File: config.mk
export PLATFORM = sky130hd
export DESIGN_NAME = udsl_link_engine
export DESIGN_NICKNAME = d
export VERILOG_FILES = /design/src/shared/udsl_pkg.sv /design/src/hdl/udsl_status_upd.sv /design/src/hdl/udsl_page_walk.sv /design/src/hdl/udsl_link_engine.sv
export SDC_FILE = /design/constraint.sdc
export NUM_CORES = 1
export LEC_CHECK = 0
export BUFFER_PORTS_ARGS = -buffer_cell sky130_fd_sc_hd__clkbuf_2
export CORE_MARGIN = 3
export CORE_UTILIZATION = 30
export DETAILED_ROUTE_END_ITERATION = 10
export PLACE_DENSITY_LB_ADDON = 0.1
export SETUP_SLACK_MARGIN = 0.1
export SLEW_MARGIN = 0
export SYNTH_ARGS = -nofsm -noshare
export SYNTH_HDL_FRONTEND = slang
export SYNTH_SLANG_ARGS = --single-unit
File: constraint.sdc
create_clock -name clk_i -period 2.77 [get_ports clk_i]
set_clock_uncertainty 0.15 [all_clocks]
set_input_delay 0.4155 -clock clk_i [delete_from_list [all_inputs] [get_ports clk_i]]
set_output_delay 0.4155 -clock clk_i [all_outputs]
set_load 0.1 [all_outputs]
File: src/shared/udsl_pkg.sv
// Operation
// Each status update writes the last transaction outcome into status bits 7:0.
// Software sets active bit 7 to let transactions run.
// Halted bit 6 set on babble, error counter reaching zero, or STALL.
// Any update that sets halted also clears active.
// Buffer error bit 5 set on receive overrun or transmit underrun.
// Receive overrun forces a bus timeout to kill the transaction.
// Buffer error, no-response and missed-frame bits stay set once set.
// Babble sets bit 4 and also halts the descriptor.
// No valid device response sets no-response error bit 3.
// Periodic full/low speed: missed complete-split sets bit 2.
// Full/low speed: bit 1 picks start-split (0) or complete-split (1).
// High speed OUT: bit 0 picks OUT (0) or PING (1).
// Not high speed: bit 0 set when periodic split gets ERR handshake.
// Software gives page aligned pointers; low bits reserved except first.
// Current page index selects the starting buffer pointer.
// Crossing a 4K boundary advances page index and next pointer.
// First pointer low 12 bits are the offset; others ignored.
// Link bits 31:5 give next object address; never a transfer descriptor.
// Link bits 2:1 select isochronous, queue head, split iso or span node.
// Software writes zeros into link bits 4:3.
// Periodic queue head: link bit 0 marks end of periodic list.
// Asynchronous queue head: terminate bit ignored; software keeps links valid.
// Failed transaction decrements two-bit counter; one to zero halts.
// Inactive descriptor issues nothing and follows the horizontal link.
package udsl_pkg;
   localparam logic [5:0] OFF_TOKEN = 6'h00;
   localparam logic [5:0] OFF_BUF0  = 6'h04;
   localparam logic [5:0] OFF_LINK  = 6'h18;
   localparam logic [5:0] OFF_CTRL  = 6'h1C;
   localparam logic [5:0] OFF_ADDR  = 6'h20;
   localparam logic [5:0] OFF_NEXT  = 6'h24;
   localparam int ST_ACTIVE = 7;
   localparam int ST_HALT   = 6;
   localparam int ST_BUFERR = 5;
   localparam int ST_BABBLE = 4;
   localparam int ST_NORESP = 3;
   localparam int ST_MISSED = 2;
   localparam int ST_SPLIT  = 1;
   localparam int ST_PING   = 0;
   localparam int TOK_CONSECUTIVE_FAULT_COUNTER_LO  = 10;
   localparam int TOK_CPAGE_LO = 12;
   localparam int PAGE_BITS    = 12;
   localparam int LINK_ADDR_LO = 5;
   localparam int LINK_TYP_LO  = 1;
   localparam int CTRL_TOK_LO  = 2;
   localparam int CTRL_PER     = 4;
   localparam int NUM_PTR      = 5;
   localparam logic [1:0] CONSECUTIVE_FAULT_COUNTER_MAX  = 2'h3;
   localparam logic [1:0] SPD_HS    = 2'h2;
   localparam logic [1:0] TOK_OUT   = 2'h0;
   localparam logic [1:0] TOK_IN    = 2'h1;
   localparam logic [7:0] ST_RST    = 8'h00;
   typedef enum logic [1:0] {
      UDSL_OBJ_ISO   = 2'b00,
      UDSL_OBJ_QH    = 2'b01,
      UDSL_OBJ_SPISO = 2'b10,
      UDSL_OBJ_SPAN  = 2'b11
   } udsl_obj_e;
   typedef enum logic [2:0] {
      UDSL_K_OUT    = 3'b000,
      UDSL_K_PING   = 3'b001,
      UDSL_K_SSPLIT = 3'b010,
      UDSL_K_CSPLIT = 3'b011,
      UDSL_K_IN     = 3'b100,
      UDSL_K_SETUP  = 3'b101,
      UDSL_K_NONE   = 3'b111
   } udsl_kind_e;
endpackage

File: src/hdl/udsl_status_upd.sv
`timescale 1ns/1ps
module udsl_status_upd
   import udsl_pkg::*;
(
   input  wire logic [7:0] status_i,
   input  wire logic [1:0] consecutive_fault_counter_i,
   input  wire logic       hs_i,
   input  wire logic       hs_out_i,
   input  wire logic       periodic_i,
   input  wire logic       babble_i,
   input  wire logic       stall_i,
   input  wire logic       noresp_i,
   input  wire logic       overrun_i,
   input  wire logic       underrun_i,
   input  wire logic       missed_i,
   input  wire logic       errhs_i,
   input  wire logic       ping_i,
   output logic      [7:0] status_o,
   output logic      [1:0] consecutive_fault_counter_o,
   output logic            halt_o
);
   wire ok      = !(babble_i | stall_i | noresp_i | overrun_i | underrun_i);
   wire to_zero = noresp_i && (consecutive_fault_counter_i == 2'h1);
   assign halt_o = babble_i | stall_i | to_zero;
   assign status_o[ST_ACTIVE] = status_i[ST_ACTIVE] & ~halt_o;
   assign status_o[ST_HALT]   = status_i[ST_HALT] | halt_o;
   assign status_o[ST_BUFERR] = status_i[ST_BUFERR] | overrun_i | underrun_i;
   assign status_o[ST_BABBLE] = status_i[ST_BABBLE] | babble_i;
   assign status_o[ST_NORESP] = status_i[ST_NORESP] | noresp_i;
   assign status_o[ST_MISSED] = status_i[ST_MISSED] | (missed_i & ~hs_i & periodic_i);
   assign status_o[ST_SPLIT]  = (!hs_i && ok) ? ~status_i[ST_SPLIT] : status_i[ST_SPLIT];
   assign status_o[ST_PING]   = hs_out_i ? ping_i :
      (status_i[ST_PING] | (~hs_i & periodic_i & errhs_i));
   assign consecutive_fault_counter_o = (noresp_i && consecutive_fault_counter_i != 2'h0) ? consecutive_fault_counter_i - 2'h1 :
      ((ok && consecutive_fault_counter_i != 2'h0) ? CONSECUTIVE_FAULT_COUNTER_MAX : consecutive_fault_counter_i);
endmodule // udsl_status_upd

File: src/hdl/udsl_page_walk.sv
`timescale 1ns/1ps
module udsl_page_walk
   import udsl_pkg::*;
#(
   parameter int N_PTR = NUM_PTR
)(
   input  wire logic [32*N_PTR-1:0] ptr_i,
   input  wire logic [2:0]          cpage_i,
   input  wire logic [11:0]         off_i,
   input  wire logic [12:0]         bytes_i,
   output logic      [31:0]         addr_o,
   output logic      [31:0]         next_base_o,
   output logic                     cross_o,
   output logic      [2:0]          cpage_o,
   output logic      [11:0]         off_o
);
   if (N_PTR < 1 || N_PTR > 8) begin : g_chk
      $error("udsl_page_walk: page index reaches at most eight pointers");
   end
   function automatic logic [19:0] page_of(input logic [32*N_PTR-1:0] p, input logic [2:0] i);
      page_of = (i < N_PTR) ? p[32*i+PAGE_BITS +: 20] : 20'h00000;
   endfunction
   wire [13:0] sum = {2'h0, off_i} + {1'b0, bytes_i};
   assign addr_o      = {page_of(ptr_i, cpage_i), off_i};
   assign next_base_o = {page_of(ptr_i, cpage_i + 3'h1), 12'h000};
   assign cross_o     = sum[13:12] != 2'h0;
   assign cpage_o     = cpage_i + {1'b0, sum[13:12]};
   assign off_o       = sum[11:0];
endmodule // udsl_page_walk

File: src/hdl/udsl_link_engine.sv
`timescale 1ns/1ps
module udsl_link_engine
   import udsl_pkg::*;
#(
   parameter int N_PTR = NUM_PTR
)(
   input  wire logic        clk_i,
   input  wire logic        arst_n_i,
   input  wire logic [5:0]  addr_i,
   input  wire logic [31:0] wdata_i,
   input  wire logic        wr_i,
   input  wire logic        rd_i,
   output logic      [31:0] rdata_o,
   input  wire logic        done_i,
   input  wire logic [12:0] bytes_i,
   input  wire logic        babble_i,
   input  wire logic        stall_i,
   input  wire logic        noresp_i,
   input  wire logic        overrun_i,
   input  wire logic        underrun_i,
   input  wire logic        missed_i,
   input  wire logic        errhs_i,
   input  wire logic        ping_i,
   output logic             force_timeout_o,
   output logic             txn_allowed_o,
   output udsl_pkg::udsl_kind_e txn_kind_o,
   output logic      [31:0] buf_addr_o,
   output logic      [31:0] buf_next_o,
   output logic             page_cross_o,
   output logic             follow_link_o,
   output logic      [31:0] next_obj_addr_o,
   output udsl_pkg::udsl_obj_e next_obj_type_o,
   output logic             list_end_o
);
   import udsl_pkg::*;

   if (N_PTR != NUM_PTR) begin : g_chk
      $error("udsl_link_engine: pointer list must hold five entries");
   end

   // ------------------------------------------------------------
   // Descriptor state
   // ------------------------------------------------------------
   logic [7:0]  status_r;
   logic [1:0]  consecutive_fault_counter_r;
   logic [2:0]  cpage_r;
   logic [11:0] off_r;
   logic [31:0] ptr_r [N_PTR];
   logic [31:0] link_r;
   logic [4:0]  ctrl_r;
   logic [31:0] rdata_r;
   logic        tmo_r;
   udsl_kind_e  kind_r;
   logic [31:0] addr_r;
   logic [31:0] bnext_r;
   logic        cross_r;
   logic        follow_r;
   logic [31:0] nobj_r;
   udsl_obj_e   ntyp_r;
   logic        lend_r;

   // ------------------------------------------------------------
   // Decode
   // ------------------------------------------------------------
   wire        hs       = ctrl_r[1:0] == SPD_HS;
   wire [1:0]  tok      = ctrl_r[CTRL_TOK_LO +: 2];
   wire        periodic = ctrl_r[CTRL_PER];
   wire        hs_out   = hs && (tok == TOK_OUT);
   wire        active   = status_r[ST_ACTIVE];
   wire        upd      = done_i && active;
   wire        wr_tok   = wr_i && addr_i == OFF_TOKEN;
   wire        wr_link  = wr_i && addr_i == OFF_LINK;
   wire        wr_ctrl  = wr_i && addr_i == OFF_CTRL;
   wire        wr_ptr   = wr_i && addr_i >= OFF_BUF0 && addr_i < OFF_LINK && addr_i[1:0] == 2'h0;
   wire [2:0]  ptr_idx  = 3'(addr_i[4:2] - 3'h1);
   wire [7:0]  st_nxt;
   wire [1:0]  consecutive_fault_counter_nxt;
   wire        halt_now;
   wire [31:0] addr_nxt;
   wire [31:0] bnext_nxt;
   wire        cross_nxt;
   wire [2:0]  cpage_nxt;
   wire [11:0] off_nxt;
   wire [32*N_PTR-1:0] ptr_flat;
   wire [31:0] tok_word = {17'h0, cpage_r, consecutive_fault_counter_r, 2'h0, status_r};

   for (genvar g = 0; g < N_PTR; g++) begin : g_flat
      assign ptr_flat[32*g +: 32] = ptr_r[g];
   end

   udsl_status_upd u_stat (
      .status_i   (status_r),
      .consecutive_fault_counter_i     (consecutive_fault_counter_r),
      .hs_i       (hs),
      .hs_out_i   (hs_out),
      .periodic_i (periodic),
      .babble_i   (babble_i),
      .stall_i    (stall_i),
      .noresp_i   (noresp_i),
      .overrun_i  (overrun_i),
      .underrun_i (underrun_i),
      .missed_i   (missed_i),
      .errhs_i    (errhs_i),
      .ping_i     (ping_i),
      .status_o   (st_nxt),
      .consecutive_fault_counter_o     (consecutive_fault_counter_nxt),
      .halt_o     (halt_now)
   );

   udsl_page_walk #(.N_PTR(N_PTR)) u_page (
      .ptr_i       (ptr_flat),
      .cpage_i     (cpage_r),
      .off_i       (off_r),
      .bytes_i     (bytes_i),
      .addr_o      (addr_nxt),
      .next_base_o (bnext_nxt),
      .cross_o     (cross_nxt),
      .cpage_o     (cpage_nxt),
      .off_o       (off_nxt)
   );

   wire [2:0] kind_sel =
      !active || status_r[ST_HALT] ? UDSL_K_NONE :
      !hs                          ? (status_r[ST_SPLIT] ? UDSL_K_CSPLIT : UDSL_K_SSPLIT) :
      hs_out                       ? (status_r[ST_PING] ? UDSL_K_PING : UDSL_K_OUT) :
      tok == TOK_IN                ? UDSL_K_IN : UDSL_K_SETUP;
   wire       lend_nxt = periodic && link_r[0];

   wire wr_ptr_rd = addr_i >= OFF_BUF0 && addr_i < OFF_LINK && addr_i[1:0] == 2'h0;
   wire [31:0] rd_mux =
      addr_i == OFF_TOKEN ? tok_word :
      wr_ptr_rd         ? ptr_r[ptr_idx] :
      addr_i == OFF_LINK  ? link_r :
      addr_i == OFF_CTRL  ? {27'h0, ctrl_r} :
      addr_i == OFF_ADDR  ? addr_r :
      addr_i == OFF_NEXT  ? {nobj_r[31:5], 1'b0, lend_r, ntyp_r, follow_r} :
      32'h0000_0000;

   // ------------------------------------------------------------
   // Status, counter and page state
   // ------------------------------------------------------------
   // Hardware update wins over a same-cycle software token write
   always_ff @(posedge clk_i or negedge arst_n_i) begin
      if (!arst_n_i) begin
         status_r <= ST_RST;
         consecutive_fault_counter_r   <= 2'h0;
         cpage_r  <= 3'h0;
         off_r    <= 12'h000;
      end else if (upd) begin
         status_r <= st_nxt;
         consecutive_fault_counter_r   <= consecutive_fault_counter_nxt;
         cpage_r  <= cpage_nxt;
         off_r    <= off_nxt;
      end else begin
         if (wr_tok) begin
            status_r <= wdata_i[7:0];
            consecutive_fault_counter_r   <= wdata_i[TOK_CONSECUTIVE_FAULT_COUNTER_LO +: 2];
            cpage_r  <= wdata_i[TOK_CPAGE_LO +: 3];
         end
         if (wr_ptr && ptr_idx == 3'h0) begin
            off_r <= wdata_i[11:0];
         end
      end
   end

   always_ff @(posedge clk_i or negedge arst_n_i) begin
      if (!arst_n_i) begin
         for (int i = 0; i < N_PTR; i++) begin
            ptr_r[i] <= 32'h0000_0000;
         end
         link_r <= 32'h0000_0001;
         ctrl_r <= 5'h00;
      end else begin
         if (wr_ptr) begin
            ptr_r[ptr_idx] <= wdata_i;
         end
         if (wr_link) begin
            link_r <= wdata_i;
         end
         if (wr_ctrl) begin
            ctrl_r <= wdata_i[4:0];
         end
      end
   end

   // ------------------------------------------------------------
   // Registered outputs
   // ------------------------------------------------------------
   always_ff @(posedge clk_i or negedge arst_n_i) begin
      if (!arst_n_i) begin
         rdata_r  <= 32'h0000_0000;
         tmo_r    <= 1'b0;
         kind_r   <= UDSL_K_NONE;
         addr_r   <= 32'h0000_0000;
         bnext_r  <= 32'h0000_0000;
         cross_r  <= 1'b0;
         follow_r <= 1'b0;
         nobj_r   <= 32'h0000_0000;
         ntyp_r   <= UDSL_OBJ_ISO;
         lend_r   <= 1'b0;
      end else begin
         rdata_r  <= rd_i ? rd_mux : 32'h0000_0000;
         tmo_r    <= upd && overrun_i;
         kind_r   <= udsl_kind_e'(kind_sel);
         addr_r   <= addr_nxt;
         bnext_r  <= bnext_nxt;
         cross_r  <= upd && cross_nxt;
         follow_r <= !active;
         nobj_r   <= {link_r[31:LINK_ADDR_LO], 5'h00};
         ntyp_r   <= udsl_obj_e'(link_r[LINK_TYP_LO +: 2]);
         lend_r   <= lend_nxt;
      end
   end

   assign rdata_o         = rdata_r;
   assign force_timeout_o = tmo_r;
   assign txn_allowed_o   = kind_r != UDSL_K_NONE;
   assign txn_kind_o      = kind_r;
   assign buf_addr_o      = addr_r;
   assign buf_next_o      = bnext_r;
   assign page_cross_o    = cross_r;
   assign follow_link_o   = follow_r;
   assign next_obj_addr_o = nobj_r;
   assign next_obj_type_o = ntyp_r;
   assign list_end_o      = lend_r;
endmodule // udsl_link_engine

# Word level (Yosys, flattened, before mapping)
# Cells that the tools add are included.
# W data, S select, Z words.
# word_totals
ff_bits	342
input_bits	64
output_inout_bits	138
elab_cells	134
# classes
add_sub_neg	7
n_lt_le_gt_ge	6
n_eq_ne	10
shifts	2
muxes	33
bitwise_logic	21
n_reduce_logical	33
# ops
op	n
$mux W32	10
$shiftx A160 B33 Y20	2
$bwmux W160	1
$bmux W32 S3	1
$demux W32 S3	1
$mux W20	2
$mux W12	2
$logic_and A1 B1 Y1	19
$add A8 B4 Y9 const B	2
$mux W8	2
$mux W3	5
$add A12 B13 Y14	1
$eq A6 B5 Y1 const B	2
$eq A6 B6 Y1 const B	2
$or A1 B1 Y1	12
$mux W2	4
$reduce_bool A2 Y1	4
$ge A6 B3 Y1 const B	1
$logic_not A6 Y1	1
$lt A3 B3 Y1 const B	2
$lt A6 B5 Y1 const B	1
$and A1 B1 Y1	5
$mux W1	5
$eq A2 B1 Y1 const B	2
other kinds (17)	23

# Longest topological paths before layout
# logic_depth
word_depth	9
ltp_mapped	12
depth_no_buf	12

# Cells and area by module
# Synthesis repeated with hierarchy kept, for this count alone.
# unflattened
cells_unflattened	1314
hier_area_um2	16990.0
# modules_own_cells
module	instances	cells_per_inst	area_each_um2	seq_area_each_um2
udsl_link_engine	1	977	14327.5	8863.5
udsl_page_walk	1	312	2499.9	0.0
udsl_status_upd	1	25	162.7	0.0

# Least setup slack after synthesis
# No wires, ideal clock.
# synth_path
path_type	in2reg
start	input bytes_i[0]
end	register cpage_r[2]
setup_time_ns	0.077
arrival_time_ns	2.634
t_required_ns	2.543
path_slack_ns	-0.091
path_stages	12
n_path_buf	0
cell_sequence	ha_1 -> fa_1 -> a21o_1 -> o2bb2ai_1 -> o21ai_0 -> a31oi_1 -> xor2_1 -> ha_1 -> inv_1 -> fa_1 -> a211o_1 -> a21oi_1
# synth_between
elab_chain_len	3
# synth_lines
item	line_no	rtl
start, declared	udsl_link_engine.sv:15	input wire logic [12:0] bytes_i,
$add A12 B13 Y14	udsl_page_walk.sv:23	wire [13:0] sum = {2'h0, off_i} + {1'b0, bytes_i};
$add A3 B2 Y3	udsl_page_walk.sv:27	assign cpage_o = cpage_i + {1'b0, sum[13:12]};
$mux W3	udsl_link_engine.sv:149	end else if (upd) begin
end signal, assigned	udsl_link_engine.sv:152	cpage_r <= cpage_nxt;
end signal, assigned	udsl_link_engine.sv:158	cpage_r <= wdata_i[TOK_CPAGE_LO +: 3];
end, declared	udsl_link_engine.sv:46	logic [2:0] cpage_r;
# No other way between the ends.
# A chain may end at the register's enable or synchronous reset.

# Worst setup path after layout
# layout_path
start	register off_r[0]
end	register cpage_r[2]
# layout_between
elab_chain_len	3
# layout_lines
item	line_no	rtl
start, declared	udsl_link_engine.sv:47	logic [11:0] off_r;
start signal, assigned	udsl_link_engine.sv:153	off_r <= off_nxt;
start signal, assigned	udsl_link_engine.sv:161	off_r <= wdata_i[11:0];
$add A12 B13 Y14	udsl_page_walk.sv:23	
$add A3 B2 Y3	udsl_page_walk.sv:27	
$mux W3	udsl_link_engine.sv:149	
# No other way between the ends.

==> run metrics <==
global-route wire length before repair=around 85000 um; Crit. End Element=flip-flop; initial core utilization=0.304; GP Congestion=0.890; Clock Power Share=0.291; CP Data Arrival Time=3220 ps; Pre-antenna DRT Iters=7; combinational fraction of design power=0.385; clock buffer count from CTS=42; violated checks=setup timing; f_max=346 MHz; post-synth top area share=0.504; worst min path class=input port to flip-flop; list of most frequent post-synthesis cells=dfrtp_1, mux2_2, nand2_1; Mapped Cells=~1.4k; FF+latch count, synth=roughly 340; ANT cells=0; DP Wirelength=between 30000 and 40000 um; worst skew pair latency=around 580 ps; wire length on met1=about 24000 um; Req. time, crit path=roughly 3100 ps; r2r endpoint=cpage_r[2]$_DFFE_PN0P_; register area share after synthesis=0.510; I/O Pins=slightly above 200; root buffer cell=clkbuf_16; max-cap violations=0; Critical Setup Path Class=flip-flop to flip-flop; Slew @ Worst Pin=approximately 610 ps; clk buf depth=3; DR WL met2=~28000 um; die width=between 200 and 250 um; setup slack after layout=-119 ps; mapped cell area=about 0.017 sq mm; synth top area cells=dfrtp_1, mux2_2, mux4_2, nand2_1, mux2_4; CP startpoint kind=flip-flop; Period Utilization, post-route=1.04; Crit Path Max Fanout=2; outcome=complete, but fails checks; drt initial violations=approximately 900; met3 wire len=2620 um; die height=approximately 240 um; final antenna-violating net count=0; Sw Pwr=around 8.5 mW; synth warn=0; via count=about 12k; EDFF count, synth=0; total wire length=55500 um; reg2reg path depth=12; Cell Count, Final, Fillers Out=2443; flop-to-flop setup slack=-120 ps; drt via density=~5; Layout area overhead=26.2%; Final Critical Period=about 2900 ps; IO Port Bufs=184; Total GRT Usage=0.190; Clock transition at path regs=roughly 60 ps; row count=86; Async S/R FF share, synth=1.00; worst setup path endpoint=cpage_r[2]$_DFFE_PN0P_; die area=about 0.059 sq mm; Synth area leader=dfrtp_1; CP startpoint=off_r[0]$_DFFE_PN0P_; TritonCTS clock tree=done; Internal=11.9 mW; syn_area_per_cell=12.1 sq um; dpl cells=2359; Pleak=10.1 nW; switching share of power=0.417; top layer in use=met4; # H-tree levels=2; Core ar.=~0.055 sq mm; relative slew slack=0.598; nets@finish=around 1.8k; Netlist cell types=around 70; peak supply drop=between 0.5 and 0.6 mV; gr ovfl total=0; RSZ-0062 raised after global routing=yes; vias in the first global route=~13k; drt drc=0; reg2reg start=off_r[0]$_DFFE_PN0P_; ys flop type=dfrtp_1; initial antenna violation count=0; DR WL/cell=22.7 um; CTS Sinks=about 340; PwrDens=about 960 mW/mm^2; Fin Hold WS=roughly 41 ps; Final Setup Violations=2; Hold Fails Final Rpt=0; sequential share of power=0.324; layout cells sized above 1=0.413; largest net degree at the start of global routing=84; top-count cell post-synth=dfrtp_1; hold path cells=2; setup_tns=-141 ps; Final Max Slew Viols=0
==> how the worst min path moves through the flow <==
stage	end	start	slack [ps]
after floorplan	buf_addr_o[0]$_DFF_PN0_	arst_n_i	-30
after global placement	next_obj_addr_o[26]$_DFF_PN0_	link_r[26]$_DFFE_PN0P_	230
after CTS	ptr_flat[56]$_DFFE_PN0P_	wdata_i[24]	7
after global routing	link_r[31]$_DFFE_PN0P_	wdata_i[31]	30
after detailed placement	next_obj_addr_o[19]$_DFF_PN0_	link_r[19]$_DFFE_PN0P_	230
final	ptr_flat[83]$_DFFE_PN0P_	wdata_i[19]	40
==> flip-flops by register name (all words and copies together) (netlist names), 2 cells and up <==
signal and flops:
buf_next_o 20, next_obj_addr_o 27, ptr_flat 160, rdata_o 32, ctrl_r 5, next_obj_type_o 2, txn_kind_o 3, link_r 32
buf_addr_o 32, off_r 12, consecutive_fault_counter_r 2, status_r 8, cpage_r 3
==> critical path, cell delays in order, from the launching register on <==
cell	delay (ps)
dfrtp_1	380
ha_2	190
fa_2	340
a21o_1	210
o2bb2ai_4	150
o21ai_2	140
a31oi_2	100
xor2_1	200
ha_2	210
inv_2	40
fa_2	330
a211o_1	270
a21oi_2	110
==> power by group through the flow <==
stage	Sequential [mW]	Combinational (mW)	Clock, mW
2_1_floorplan	8.93	3.06	0
3_5_place_dp	6.69	7.81	0
5_1_grt	6.73	8.34	6.33
6_report	6.60	7.83	5.92
4_1_cts	6.60	7.89	6.11
3_3_place_gp	6.66	7.78	0
==> repair_timing <==
item | in CTS | in global routing
hold buffers | 6 | 0
endpoints found under the setup margin | 2 | 4
pin swaps | 5 | 4
gates resized for setup | 8 | 4
endpoints found under the hold margin | 61 | 0
setup buffers | 1 | 0
gates cloned | 0 | 0
==> through the flow <==
stage | utilization | cell area (sq um) | setup WS [ps] | power, mW
final | 0.384 | 21200 | -119 | 20.3
after global routing | 0.384 | 21200 | -232 | 21.4
after global placement | 0.354 | 19600 | -364 | 14.4
after floorplan | - | 16900 | -31.6 | 12.0
after detailed placement | 0.354 | 19600 | -411 | 14.5
after CTS | 0.383 | 21200 | -185 | 20.6
==> per-layer routing <==
layer  global-route usage  vias up
li1                     -     5661
met1                0.246     6402
met2                0.330      333
met3               0.0321       65
met4               0.0461        0
met5                    0        -
==> cells in the final DEF, fill, tap and decap left out, types with 9 or more instances in the layout <==
master / n
clkbuf_8: 9
nor2_1: 52
a21oi_1: 45
inv_1: 28
a211o_1: 10
clkbuf_2: 182
and3_1: 24
o21ai_0: 74
a211oi_1: 46
clkinv_2: 10
ha_1: 18
buf_12: 22
buf_4: 125
clkbuf_16: 43
a222oi_1: 27
nor3_1: 14
mux2_4: 30
mux2i_1: 13
nand2_1: 123
conb_1: 17
mux2_1: 10
nand3_1: 40
dfrtp_1: 337
mux4_2: 40
mux2_2: 184
==> final cells by class <==
type / instances / area [sq um]
tap: 748 / 936
sequential: 342 / 8570
clock buffer: 57 / 1220
clock inverter: 20 / 282
timing repair buffer: 337 / 2370
fill: 5356 / 34000
multi-input combinational: 910 / 7690
inverter: 29 / 109
==> logic make-up (layout without fill, tap and decap cells) <==
group / Yosys count / count (layout) / synth area share
other: 1 / 17 / 0.000224
adder cells (fa/ha/maj): 24 / 24 / 0.0188
AO/OA/AOI/OAI: 284 / 284 / 0.117
multiplexers: 277 / 277 / 0.219
XOR/XNOR: 11 / 11 / 0.00664
buffers and inverters: 146 / 443 / 0.0431
flip-flops: 342 / 342 / 0.510
AND/OR/NAND/NOR: 297 / 297 / 0.0852
No activity file was read; power rests on OpenSTA's default activity.
